## src/shared/ctpwm_defs.svh

```systemverilog
`ifndef CTPWM_DEFS_SVH
`define CTPWM_DEFS_SVH

// Register byte addresses
`define CTPWM_ADDR_CTRL0 4'h0
`define CTPWM_ADDR_CTRL1 4'h1
`define CTPWM_ADDR_CNT_LO 4'h2
`define CTPWM_ADDR_CNT_HI 4'h3
`define CTPWM_ADDR_CMPA_LO 4'h4
`define CTPWM_ADDR_CMPA_HI 4'h5
`define CTPWM_ADDR_STATUS 4'h6
`define CTPWM_ADDR_MASK 4'h7

// Reset values
`define CTPWM_RST_BYTE 8'h00
`define CTPWM_RST_CNT 10'h000
`define CTPWM_RST_FLAGS 2'h0
`define CTPWM_RST_PRESC 7'h00

// Control register 0 fields
`define CTPWM_RUN_BIT 0
`define CTPWM_CMPP_LSB 1
`define CTPWM_CMPP_MSB 3
`define CTPWM_DIV_LSB 4
`define CTPWM_DIV_MSB 6

// Mode select codes
`define CTPWM_MODE_CMP 2'h0
`define CTPWM_MODE_PWM 2'h2
`define CTPWM_MODE_TMR 2'h3

// Output function codes, compare match output mode
`define CTPWM_FN_NONE 2'h0
`define CTPWM_FN_LOW 2'h1
`define CTPWM_FN_HIGH 2'h2
`define CTPWM_FN_TOGGLE 2'h3

// Output function codes, PWM output mode (1x enables the waveform)
`define CTPWM_FN_FORCE_LO 2'h0
`define CTPWM_FN_FORCE_HI 2'h1

// Counter geometry
`define CTPWM_CNT_FULL 11'h400
`define CTPWM_CNT_MAX 10'h3ff
`define CTPWM_CNT_ONE 11'h001
`define CTPWM_CMPP_SHIFT 7

// Status and mask bit positions
`define CTPWM_FLAG_A 0
`define CTPWM_FLAG_P 1

`endif

```

## src/shared/ctpwm_pkg.sv

```systemverilog
package ctpwm_pkg;

  // Layout of control register 1
  typedef struct packed {
    logic [1:0] mode_select;
    logic [1:0] output_function;
    logic output_level_select;
    logic output_invert;
    logic period_duty_swap;
    logic clear_source_select;
  } ctpwm_ctrl_t;

  // One register bus request
  typedef struct packed {
    logic [3:0] addr;
    logic [7:0] wdata;
    logic wr;
    logic rd;
  } ctpwm_req_t;

  // Timer output pin
  typedef struct packed {
    logic level;
    logic oe_n;
  } ctpwm_pin_t;

endpackage

```

## src/verilog/ctpwm_timer.sv

```systemverilog
`timescale 1ns/1ns
`include "ctpwm_defs.svh"

module ctpwm_timer
  import ctpwm_pkg::*;
(
  input wire logic clk,
  input wire logic reset,
  input wire ctpwm_req_t bus_req,
  output logic [7:0] rdata,
  output ctpwm_pin_t timer_pin,
  output logic irq
);

  logic [7:0] ctrl0;
  ctpwm_ctrl_t ctrl;
  logic [9:0] compare_reg_a;
  logic [9:0] cnt;
  logic [6:0] presc;
  logic [1:0] status;
  logic [1:0] mask;
  logic run_d;
  logic cmp_state;

  logic timer_run;
  logic [2:0] compare_reg_p;
  logic [2:0] div_sel;
  logic run_rise;
  logic tick;
  logic [10:0] nxt;
  logic a_match;
  logic p_match;
  logic pwm_mode;
  logic [10:0] period;
  logic [10:0] duty;
  logic clr;
  logic set_a;
  logic set_p;
  logic pwm_active;
  logic [1:0] w1c;
  logic [1:0] next_status;
  ctpwm_pin_t next_pin;

  // Compare register P scaled to counter units; zero means a full 1024 count
  function automatic logic [10:0] cmpp_target(input logic [2:0] v);
    cmpp_target = (v == 3'h0) ? `CTPWM_CNT_FULL : 11'({v, 7'h00});
  endfunction

  // Compare register A as a period; zero means a full 1024 count
  function automatic logic [10:0] cmpa_target(input logic [9:0] v);
    cmpa_target = (v == 10'h000) ? `CTPWM_CNT_FULL : {1'b0, v};
  endfunction

  // Prescaler mask: a tick every 2^sel clocks
  function automatic logic [6:0] div_mask(input logic [2:0] sel);
    div_mask = 7'((8'h01 << sel) - 8'h01);
  endfunction

  assign timer_run = ctrl0[`CTPWM_RUN_BIT];
  assign compare_reg_p = ctrl0[`CTPWM_CMPP_MSB:`CTPWM_CMPP_LSB];
  assign div_sel = ctrl0[`CTPWM_DIV_MSB:`CTPWM_DIV_LSB];

  // Register writes
  always_ff @(posedge clk or posedge reset) begin
    if (reset) begin
      ctrl0 <= `CTPWM_RST_BYTE;
      ctrl <= ctpwm_ctrl_t'(`CTPWM_RST_BYTE);
      compare_reg_a <= `CTPWM_RST_CNT;
      mask <= `CTPWM_RST_FLAGS;
    end else if (bus_req.wr) begin
      case (bus_req.addr)
        `CTPWM_ADDR_CTRL0: ctrl0 <= bus_req.wdata;
        `CTPWM_ADDR_CTRL1: ctrl <= ctpwm_ctrl_t'(bus_req.wdata);
        `CTPWM_ADDR_CMPA_LO: compare_reg_a[7:0] <= bus_req.wdata;
        `CTPWM_ADDR_CMPA_HI: compare_reg_a[9:8] <= bus_req.wdata[1:0];
        `CTPWM_ADDR_MASK: mask <= bus_req.wdata[1:0];
        default: ;
      endcase
    end
  end

  // Read data valid only in the cycle after the strobe
  always_ff @(posedge clk or posedge reset) begin
    if (reset) begin
      rdata <= `CTPWM_RST_BYTE;
    end else if (bus_req.rd) begin
      case (bus_req.addr)
        `CTPWM_ADDR_CTRL0: rdata <= ctrl0;
        `CTPWM_ADDR_CTRL1: rdata <= ctrl;
        `CTPWM_ADDR_CNT_LO: rdata <= cnt[7:0];
        `CTPWM_ADDR_CNT_HI: rdata <= {6'h00, cnt[9:8]};
        `CTPWM_ADDR_CMPA_LO: rdata <= compare_reg_a[7:0];
        `CTPWM_ADDR_CMPA_HI: rdata <= {6'h00, compare_reg_a[9:8]};
        `CTPWM_ADDR_STATUS: rdata <= {6'h00, status};
        `CTPWM_ADDR_MASK: rdata <= {6'h00, mask};
        default: rdata <= `CTPWM_RST_BYTE;
      endcase
    end else begin
      rdata <= `CTPWM_RST_BYTE;
    end
  end

  // Run edge and timer clock prescaler
  always_ff @(posedge clk or posedge reset) begin
    if (reset) begin
      run_d <= 1'b0;
    end else begin
      run_d <= timer_run;
    end
  end

  always_ff @(posedge clk or posedge reset) begin
    if (reset) begin
      presc <= `CTPWM_RST_PRESC;
    end else if (!timer_run || run_rise) begin
      presc <= `CTPWM_RST_PRESC;
    end else begin
      presc <= presc + 7'h01;
    end
  end

  assign run_rise = timer_run && !run_d;
  assign tick = timer_run && !run_rise && ((presc & div_mask(div_sel)) == div_mask(div_sel));

  // Match and clear comparators look at the value the counter is about to take
  always_comb begin
    pwm_mode = ctrl.mode_select == `CTPWM_MODE_PWM;
    nxt = {1'b0, cnt} + `CTPWM_CNT_ONE;
    a_match = tick && compare_reg_a != 10'h000 && nxt == {1'b0, compare_reg_a};
    p_match = tick && nxt == cmpp_target(compare_reg_p);
    if (ctrl.period_duty_swap) begin
      period = cmpa_target(compare_reg_a);
      duty = cmpp_target(compare_reg_p);
    end else begin
      period = cmpp_target(compare_reg_p);
      duty = {1'b0, compare_reg_a};
    end
    if (pwm_mode) begin
      clr = tick && nxt == period;
    end else if (ctrl.clear_source_select) begin
      clr = a_match || (tick && nxt == `CTPWM_CNT_FULL);
    end else begin
      clr = p_match;
    end
    set_a = a_match;
    set_p = p_match && (pwm_mode || !ctrl.clear_source_select);
    pwm_active = (duty >= period) || ({1'b0, cnt} < duty);
  end

  // Counter keeps running whatever the pin shows
  always_ff @(posedge clk or posedge reset) begin
    if (reset) begin
      cnt <= `CTPWM_RST_CNT;
    end else if (!timer_run || run_rise) begin
      cnt <= `CTPWM_RST_CNT;
    end else if (tick) begin
      cnt <= clr ? `CTPWM_RST_CNT : nxt[9:0];
    end
  end

  // Interrupt flags: set wins over a simultaneous write-one-to-clear
  always_comb begin
    w1c = (bus_req.wr && bus_req.addr == `CTPWM_ADDR_STATUS) ? bus_req.wdata[1:0] : 2'h0;
    next_status = status & ~w1c;
    next_status[`CTPWM_FLAG_A] = next_status[`CTPWM_FLAG_A] | set_a;
    next_status[`CTPWM_FLAG_P] = next_status[`CTPWM_FLAG_P] | set_p;
  end

  always_ff @(posedge clk or posedge reset) begin
    if (reset) begin
      status <= `CTPWM_RST_FLAGS;
    end else begin
      status <= next_status;
    end
  end

  always_ff @(posedge clk or posedge reset) begin
    if (reset) begin
      irq <= 1'b0;
    end else begin
      irq <= |(status & mask);
    end
  end

  // Compare-mode output state; initial level reloads on each run rising edge
  always_ff @(posedge clk or posedge reset) begin
    if (reset) begin
      cmp_state <= 1'b0;
    end else if (run_rise) begin
      cmp_state <= ctrl.output_level_select;
    end else if (ctrl.mode_select == `CTPWM_MODE_CMP && a_match) begin
      case (ctrl.output_function)
        `CTPWM_FN_LOW: cmp_state <= 1'b0;
        `CTPWM_FN_HIGH: cmp_state <= 1'b1;
        `CTPWM_FN_TOGGLE: cmp_state <= !cmp_state;
        default: cmp_state <= cmp_state;
      endcase
    end
  end

  // Pin; PWM waveform stopped shows the inactive level so a restart begins clean
  always_comb begin
    next_pin.level = 1'b0;
    next_pin.oe_n = 1'b1;
    case (ctrl.mode_select)
      `CTPWM_MODE_CMP: begin
        next_pin.level = cmp_state ^ ctrl.output_invert;
        next_pin.oe_n = 1'b0;
      end
      `CTPWM_MODE_PWM: begin
        next_pin.oe_n = 1'b0;
        case (ctrl.output_function)
          `CTPWM_FN_FORCE_LO: next_pin.level = 1'b0;
          `CTPWM_FN_FORCE_HI: next_pin.level = 1'b1;
          default: begin
            if (timer_run && !run_rise && pwm_active) begin
              next_pin.level = ctrl.output_level_select ^ ctrl.output_invert;
            end else begin
              next_pin.level = !ctrl.output_level_select ^ ctrl.output_invert;
            end
          end
        endcase
      end
      default: begin
        next_pin.level = 1'b0;
        next_pin.oe_n = 1'b1;
      end
    endcase
  end

  always_ff @(posedge clk or posedge reset) begin
    if (reset) begin
      timer_pin <= '{level: 1'b0, oe_n: 1'b1};
    end else begin
      timer_pin <= next_pin;
    end
  end
endmodule // ctpwm_timer

```

## config.mk

```make
export PLATFORM = sky130hd
export DESIGN_NAME = ctpwm_timer
export DESIGN_NICKNAME = d
export VERILOG_FILES = /design/src/shared/ctpwm_pkg.sv /design/src/verilog/ctpwm_timer.sv
export VERILOG_INCLUDE_DIRS = /design/src /design/src/shared
export SDC_FILE = /design/constraint.sdc
export NUM_CORES = 1
export LEC_CHECK = 0
export BUFFER_PORTS_ARGS = -buffer_cell sky130_fd_sc_hd__buf_2
export CAP_MARGIN = 25
export CORE_MARGIN = 5
export CORE_UTILIZATION = 29
export CTS_CLUSTER_SIZE = 20
export DETAILED_ROUTE_END_ITERATION = 8
export PLACE_DENSITY_LB_ADDON = 0.12
export SYNTH_ARGS = -nofsm -noshare
export SYNTH_HDL_FRONTEND = slang
export SYNTH_SLANG_ARGS = --single-unit
```

## constraint.sdc

```tcl
create_clock -name clk -period 3.95 [get_ports clk]
set_clock_uncertainty 0.1 [all_clocks]
set_input_delay 0.79 -clock clk [delete_from_list [all_inputs] [get_ports clk]]
set_output_delay 0.79 -clock clk [all_outputs]
set_load 0.02 [all_outputs]
```

# Word level (Yosys, flattened, before mapping)
# Cells that the tools add are included.
# word_totals
reg_bits,60
input_bits,16
wordCells,107
output_inout_bits,11
# op_classes
n_eq_ne,16
n_lt_le_gt_ge,2
shifts,1
reduce_logical,38
n_addsub,3
n_mux,19
n_bitwise,9
# ops
cell,n
case mux 8 bit (8 select lines),1
two-way mux 11 bit,4
two-way mux 10 bit,3
equality test 11 bit,2
equality test 4 x 3 -> 1 bit (second input constant),4
logical AND 1 bit,12
AND reduction 2 bit,6
adder 10 x 1 -> 11 bit (second input constant),1
equality test 11 x 10 -> 1 bit,1
equality test 11 bit (second input constant),1
greater-or-equal comparator 11 bit,1
less-than comparator 10 x 11 -> 1 bit,1
zero test 10 bit,1
nonzero test 10 bit,1
equality test 4 x 2 -> 1 bit (second input constant),2
two-way mux 8 bit,1
adder 7 x 1 -> 7 bit (second input constant),1
bitwise AND 7 bit,1
equality test 7 bit,1
two-way mux 7 bit,1
<< shifter 1 x 3 -> 7 bit (first input constant),1
subtractor 7 x 1 -> 7 bit (second input constant),1
equality test 2 bit (second input constant),3
zero test 1 bit,6
other kinds (18),31

# Logic depth before layout (Yosys ltp)
# depth
depth_word,13
ltp_mapped,13
mapped_depth_nobuf,11

# Least setup slack after synthesis
# OpenSTA, ideal clock, no wires.
# synth_timing
path_type,reg2reg
startpoint,reg cnt[1]
endpoint,reg cnt[3]
t_arrival_ns,2.896
stages_incl_launch_ff,12
path_buffers,2
setup_slack_ns,0.830
required_ns,3.726
setup_time_ns,0.124
synth_period_minus_slack_ns,3.120
cell_sequence,dfrtp_1 > ha_1 > and3_1 > buf_6 > xnor2_1 > a311o_1 > a2111o_1 > or4_4 > a21oi_4 > buf_6 > nor3_2 > a211o_1
# synth_between
elab_chain_cells,9
word_cells_on_any_way,15
cone_classes,add/sub (1); eq/ne (4); mux (5); reduce/logical (5)
# synth_lines
element,line,source
from (decl),ctpwm_timer.sv:18,logic [9:0] cnt;
from (signal assigned),ctpwm_timer.sv:153,cnt <= `CTPWM_RST_CNT;
from (signal assigned),ctpwm_timer.sv:155,cnt <= `CTPWM_RST_CNT;
from (signal assigned),ctpwm_timer.sv:157,cnt <= clr ? `CTPWM_RST_CNT : nxt[9:0];
adder 10 x 1 -> 11 bit (no line) (*),-,
equality test 11 x 10 -> 1 bit / equality test 11 bit (equally long branches),-,
logical AND 1 bit (on tied branches),-,
logical OR 1 bit,ctpwm_timer.sv:141,clr = a_match || (tick && nxt == `CTPWM_CNT_FULL);
two-way mux 1 bit,ctpwm_timer.sv:140,end else if (ctrl.clear_source_select) begin
two-way mux 1 bit,ctpwm_timer.sv:138,if (pwm_mode) begin
two-way mux 10 bit (*),ctpwm_timer.sv:157,
two-way mux 10 bit (*),ctpwm_timer.sv:156,end else if (tick) begin
two-way mux 10 bit (*),ctpwm_timer.sv:154,end else if (!timer_run || run_rise) begin
# Mark *: on every way between the ends. The rest lies on a longest branch, timed or not. The select of a mux whose other input is x is not followed.
# A chain may end at the register's enable or synchronous reset.

# Final worst setup path
# layout_timing
startpoint,reg cnt[1]
endpoint,reg cnt[9]
# Same word-level chain as after synthesis.

==> impl_metrics.json <==
{
  "status": "finished clean",
  "core_area_sq_um": 14420,
  "yosys.area.top_type_share": 0.3488,
  "path_clk_slew_ns": 0.06,
  "hold_violations": 0,
  "cts_tree": "yes",
  "use_met3": 0.02967,
  "layout_commonest_cell": "dfrtp_1",
  "synth-seq-area-share": 0.3550,
  "hp-class": "reg -> reg",
  "viasPerCell": 5.524,
  "grtUsageMet2": 0.2687,
  "die_area_sq_um": 17110,
  "gp_congestion": 0.8669,
  "synth_ff_type": "dfrtp_1",
  "cts_max_level": 3,
  "ys_seq_elements": 60,
  "die_w_microns": 130.8,
  "ctsHoldBuffers": 0,
  "drv_slew": 0,
  "fmax_mhz": 283.2,
  "synth_area_leaders": "dfrtp_1, mux2_2, ha_1, xnor2_1, nand2_1",
  "ys_warn_count": 0,
  "ioPinCount": 27,
  "setup_viol_count_final": 0,
  "post-cts-setup-buffer-count": 0,
  "numPortBuffers": 26,
  "clk_latency_ns": 0.34,
  "grt_pass1_wl_microns": 21020,
  "end_kind": "flop",
  "synth_top_cell_by_area": "dfrtp_1",
  "setup_tns_ns": 0,
  "fill_cells": 1524,
  "async_flop_share": 1.000,
  "ant_nets": 0,
  "syn_inst": 448,
  "period_share": 0.8941,
  "top_usage_layer": "met2",
  "grt_usage": 0.1638,
  "totalWireLength_microns": 13350,
  "cts_root_buf": "clkbuf_16",
  "finalPower_mw": 2.185,
  "area.growth.synth_to_final_pct": 14.13,
  "cp_cell_sequence": "ha_1, and3_1, xnor2_1, a311o_1, a2111o_1, or4_4, a21oi_4, nor4b_1, a211o_1",
  "num_antenna_cells": 0,
  "leakage_nw": 2.057,
  "grtUsageMet1": 0.2169,
  "rows": 44,
  "num_vias": 3646,
  "synth_nets": 484,
  "synth-edff-count": 0,
  "cap_violations": 0,
  "required_ns": 4.07,
  "grt_max_degree": 32,
  "period_minus_slack_ns": 3.532,
  "netlist_area_sq_um": 4233,
  "rsz0062_at_grt": "no",
  "setup.worst_path.start_class": "flop",
  "critPathKind": "reg -> reg",
  "drive_gt1_frac": 0.2080,
  "ir_worst_vdd_v": 0.0002174,
  "clockBufferDepth": 2,
  "slowest_stage": "or4_4",
  "power.density_nw_per_um2": 452.3,
  "drt_iter0_markers": 265,
  "cts-resized-gates": 0,
  "wl_per_cell_microns": 20.22,
  "die_h_microns": 130.8,
  "synthDistinctLibCells": 73,
  "synth.avg_cell_area_sq_um": 9.448,
  "path_max_fanout": 14,
  "cts_buffers": 9,
  "worst_pin_slew_ns": 0.9355,
  "nNetsFinal": 507,
  "start_util": 0.2935,
  "hpwl_microns": 9717,
  "slowest_delay_ns": 0.56,
  "cp.arrival_ns": 3.65,
  "final_cell_mix": "dfrtp_1, nand2_1, nor2_1",
  "slew_headroom": 0.3764,
  "antenna_found_initial": 0,
  "cts_sinks": 60,
  "grt_pass1_vias": 3550,
  "grt.overflow.total": 0,
  "drc": 0,
  "dr.pass1.iters": 5
}
[worst max-delay path, delay by kind of cell (launching register included)]
| kind | cells | cell delay (ns) |
|---|---|---|
| AOI/OAI and AO/OA | 4 | 1.29 |
| and+or+nand+nor | 3 | 1.02 |
| adders and majority gates | 1 | 0.35 |
| xor gates and xnor gates | 1 | 0.11 |
| DFF | 1 | 0.54 |
[metal layers]
| layer | vias to the layer above | wire length [microns] |
|---|---|---|
| met5 | - | 0 |
| met4 | 0 | 231 |
| met3 | 16 | 693 |
| met2 | 107 | 6337 |
| met1 | 1808 | 6084 |
| li1 | 1715 | - |
[cell type report]
class	count	area, sq um	share of cell area
Clock inverter	7	43.79	0.009065
Clock buffer	9	225.2	0.04662
Tap cell	184	230.2	0.04766
Sequential cell	60	1503	0.3111
Multi-Input combinational cell	343	2526	0.5229
Timing Repair Buffer	41	242.7	0.05025
Inverter	16	60.06	0.01243
[power by group]
group / switching, mW / internal [mW] / total, mW / leakage, nW
registers: 0.180 / 0.705 / 0.885 / 0.777
clock network: 0.310 / 0.420 / 0.730 / 0.131
logic: 0.288 / 0.282 / 0.569 / 1.15
total: 0.778 / 1.41 / 2.19 / 2.06
[path summary, 6_finish.rpt]
kind | from | endpoint | slack, ns | cells past startpoint
worst min register to register | ctrl[6] | timer_pin[0] | 0.39 | 0
worst max-delay path | cnt[1] | cnt[9] | 0.42 | 9
worst min-delay path | ctrl[6] | timer_pin[0] | 0.39 | 0
max in group asynchronous | reset | timer_pin[0] | 2.35 | 3
worst max register to register | cnt[1] | cnt[9] | 0.42 | 9
min in group asynchronous | reset | cnt[4] | 0.48 | 2
[sequential cells by signal, summed over array words and instances (netlist names)]
name and count:
compare_reg_a 10, rdata 8, ctrl 8, cmp_state 1
status 2, irq 1, cnt 10, timer_pin 2
ctrl0 8, presc 7, run_d 1, mask 2
[cell usage after synthesis, drive strengths merged, types with 8 or more instances]
cell	number
a31oi	9
nor3	9
mux2i	8
o21ai	17
buf	9
clkbuf	20
a21o	9
nand3	12
a22o	8
nand2b	15
ha	20
nand2	34
inv	16
a21oi	12
mux2	28
nor4	9
xnor2	20
dfrtp	59
nor2	32
[kinds of logic after synthesis]
family / share of synthesized area
AO/OA/AOI/OAI: 0.1895
XOR/XNOR: 0.05705
adder cells (fa/ha/maj): 0.05912
buffers and inverters: 0.04818
flip-flops: 0.3550
multiplexers: 0.09341
AND/OR/NAND/NOR: 0.1977
[metrics by stage]
| stage | utilization | hold WS, ns | setup WS, ns | instances | cell area, sq um |
|---|---|---|---|---|---|
| after CTS | 0.3349 | 0.3928 | 0.3880 | 660 | 4831 |
| after floorplan | - | 0.3194 | 0.8304 | 448 | 4233 |
| after detailed placement | 0.3163 | 0.3851 | 0.4211 | 644 | 4562 |
| after global placement | 0.3163 | 0.3839 | 0.5080 | 644 | 4562 |
| after global routing | 0.3349 | 0.4049 | 0.2087 | 660 | 4831 |
| final | 0.3349 | 0.3925 | 0.4184 | 660 | 4831 |
No activity file was read; power rests on OpenSTA's default activity.
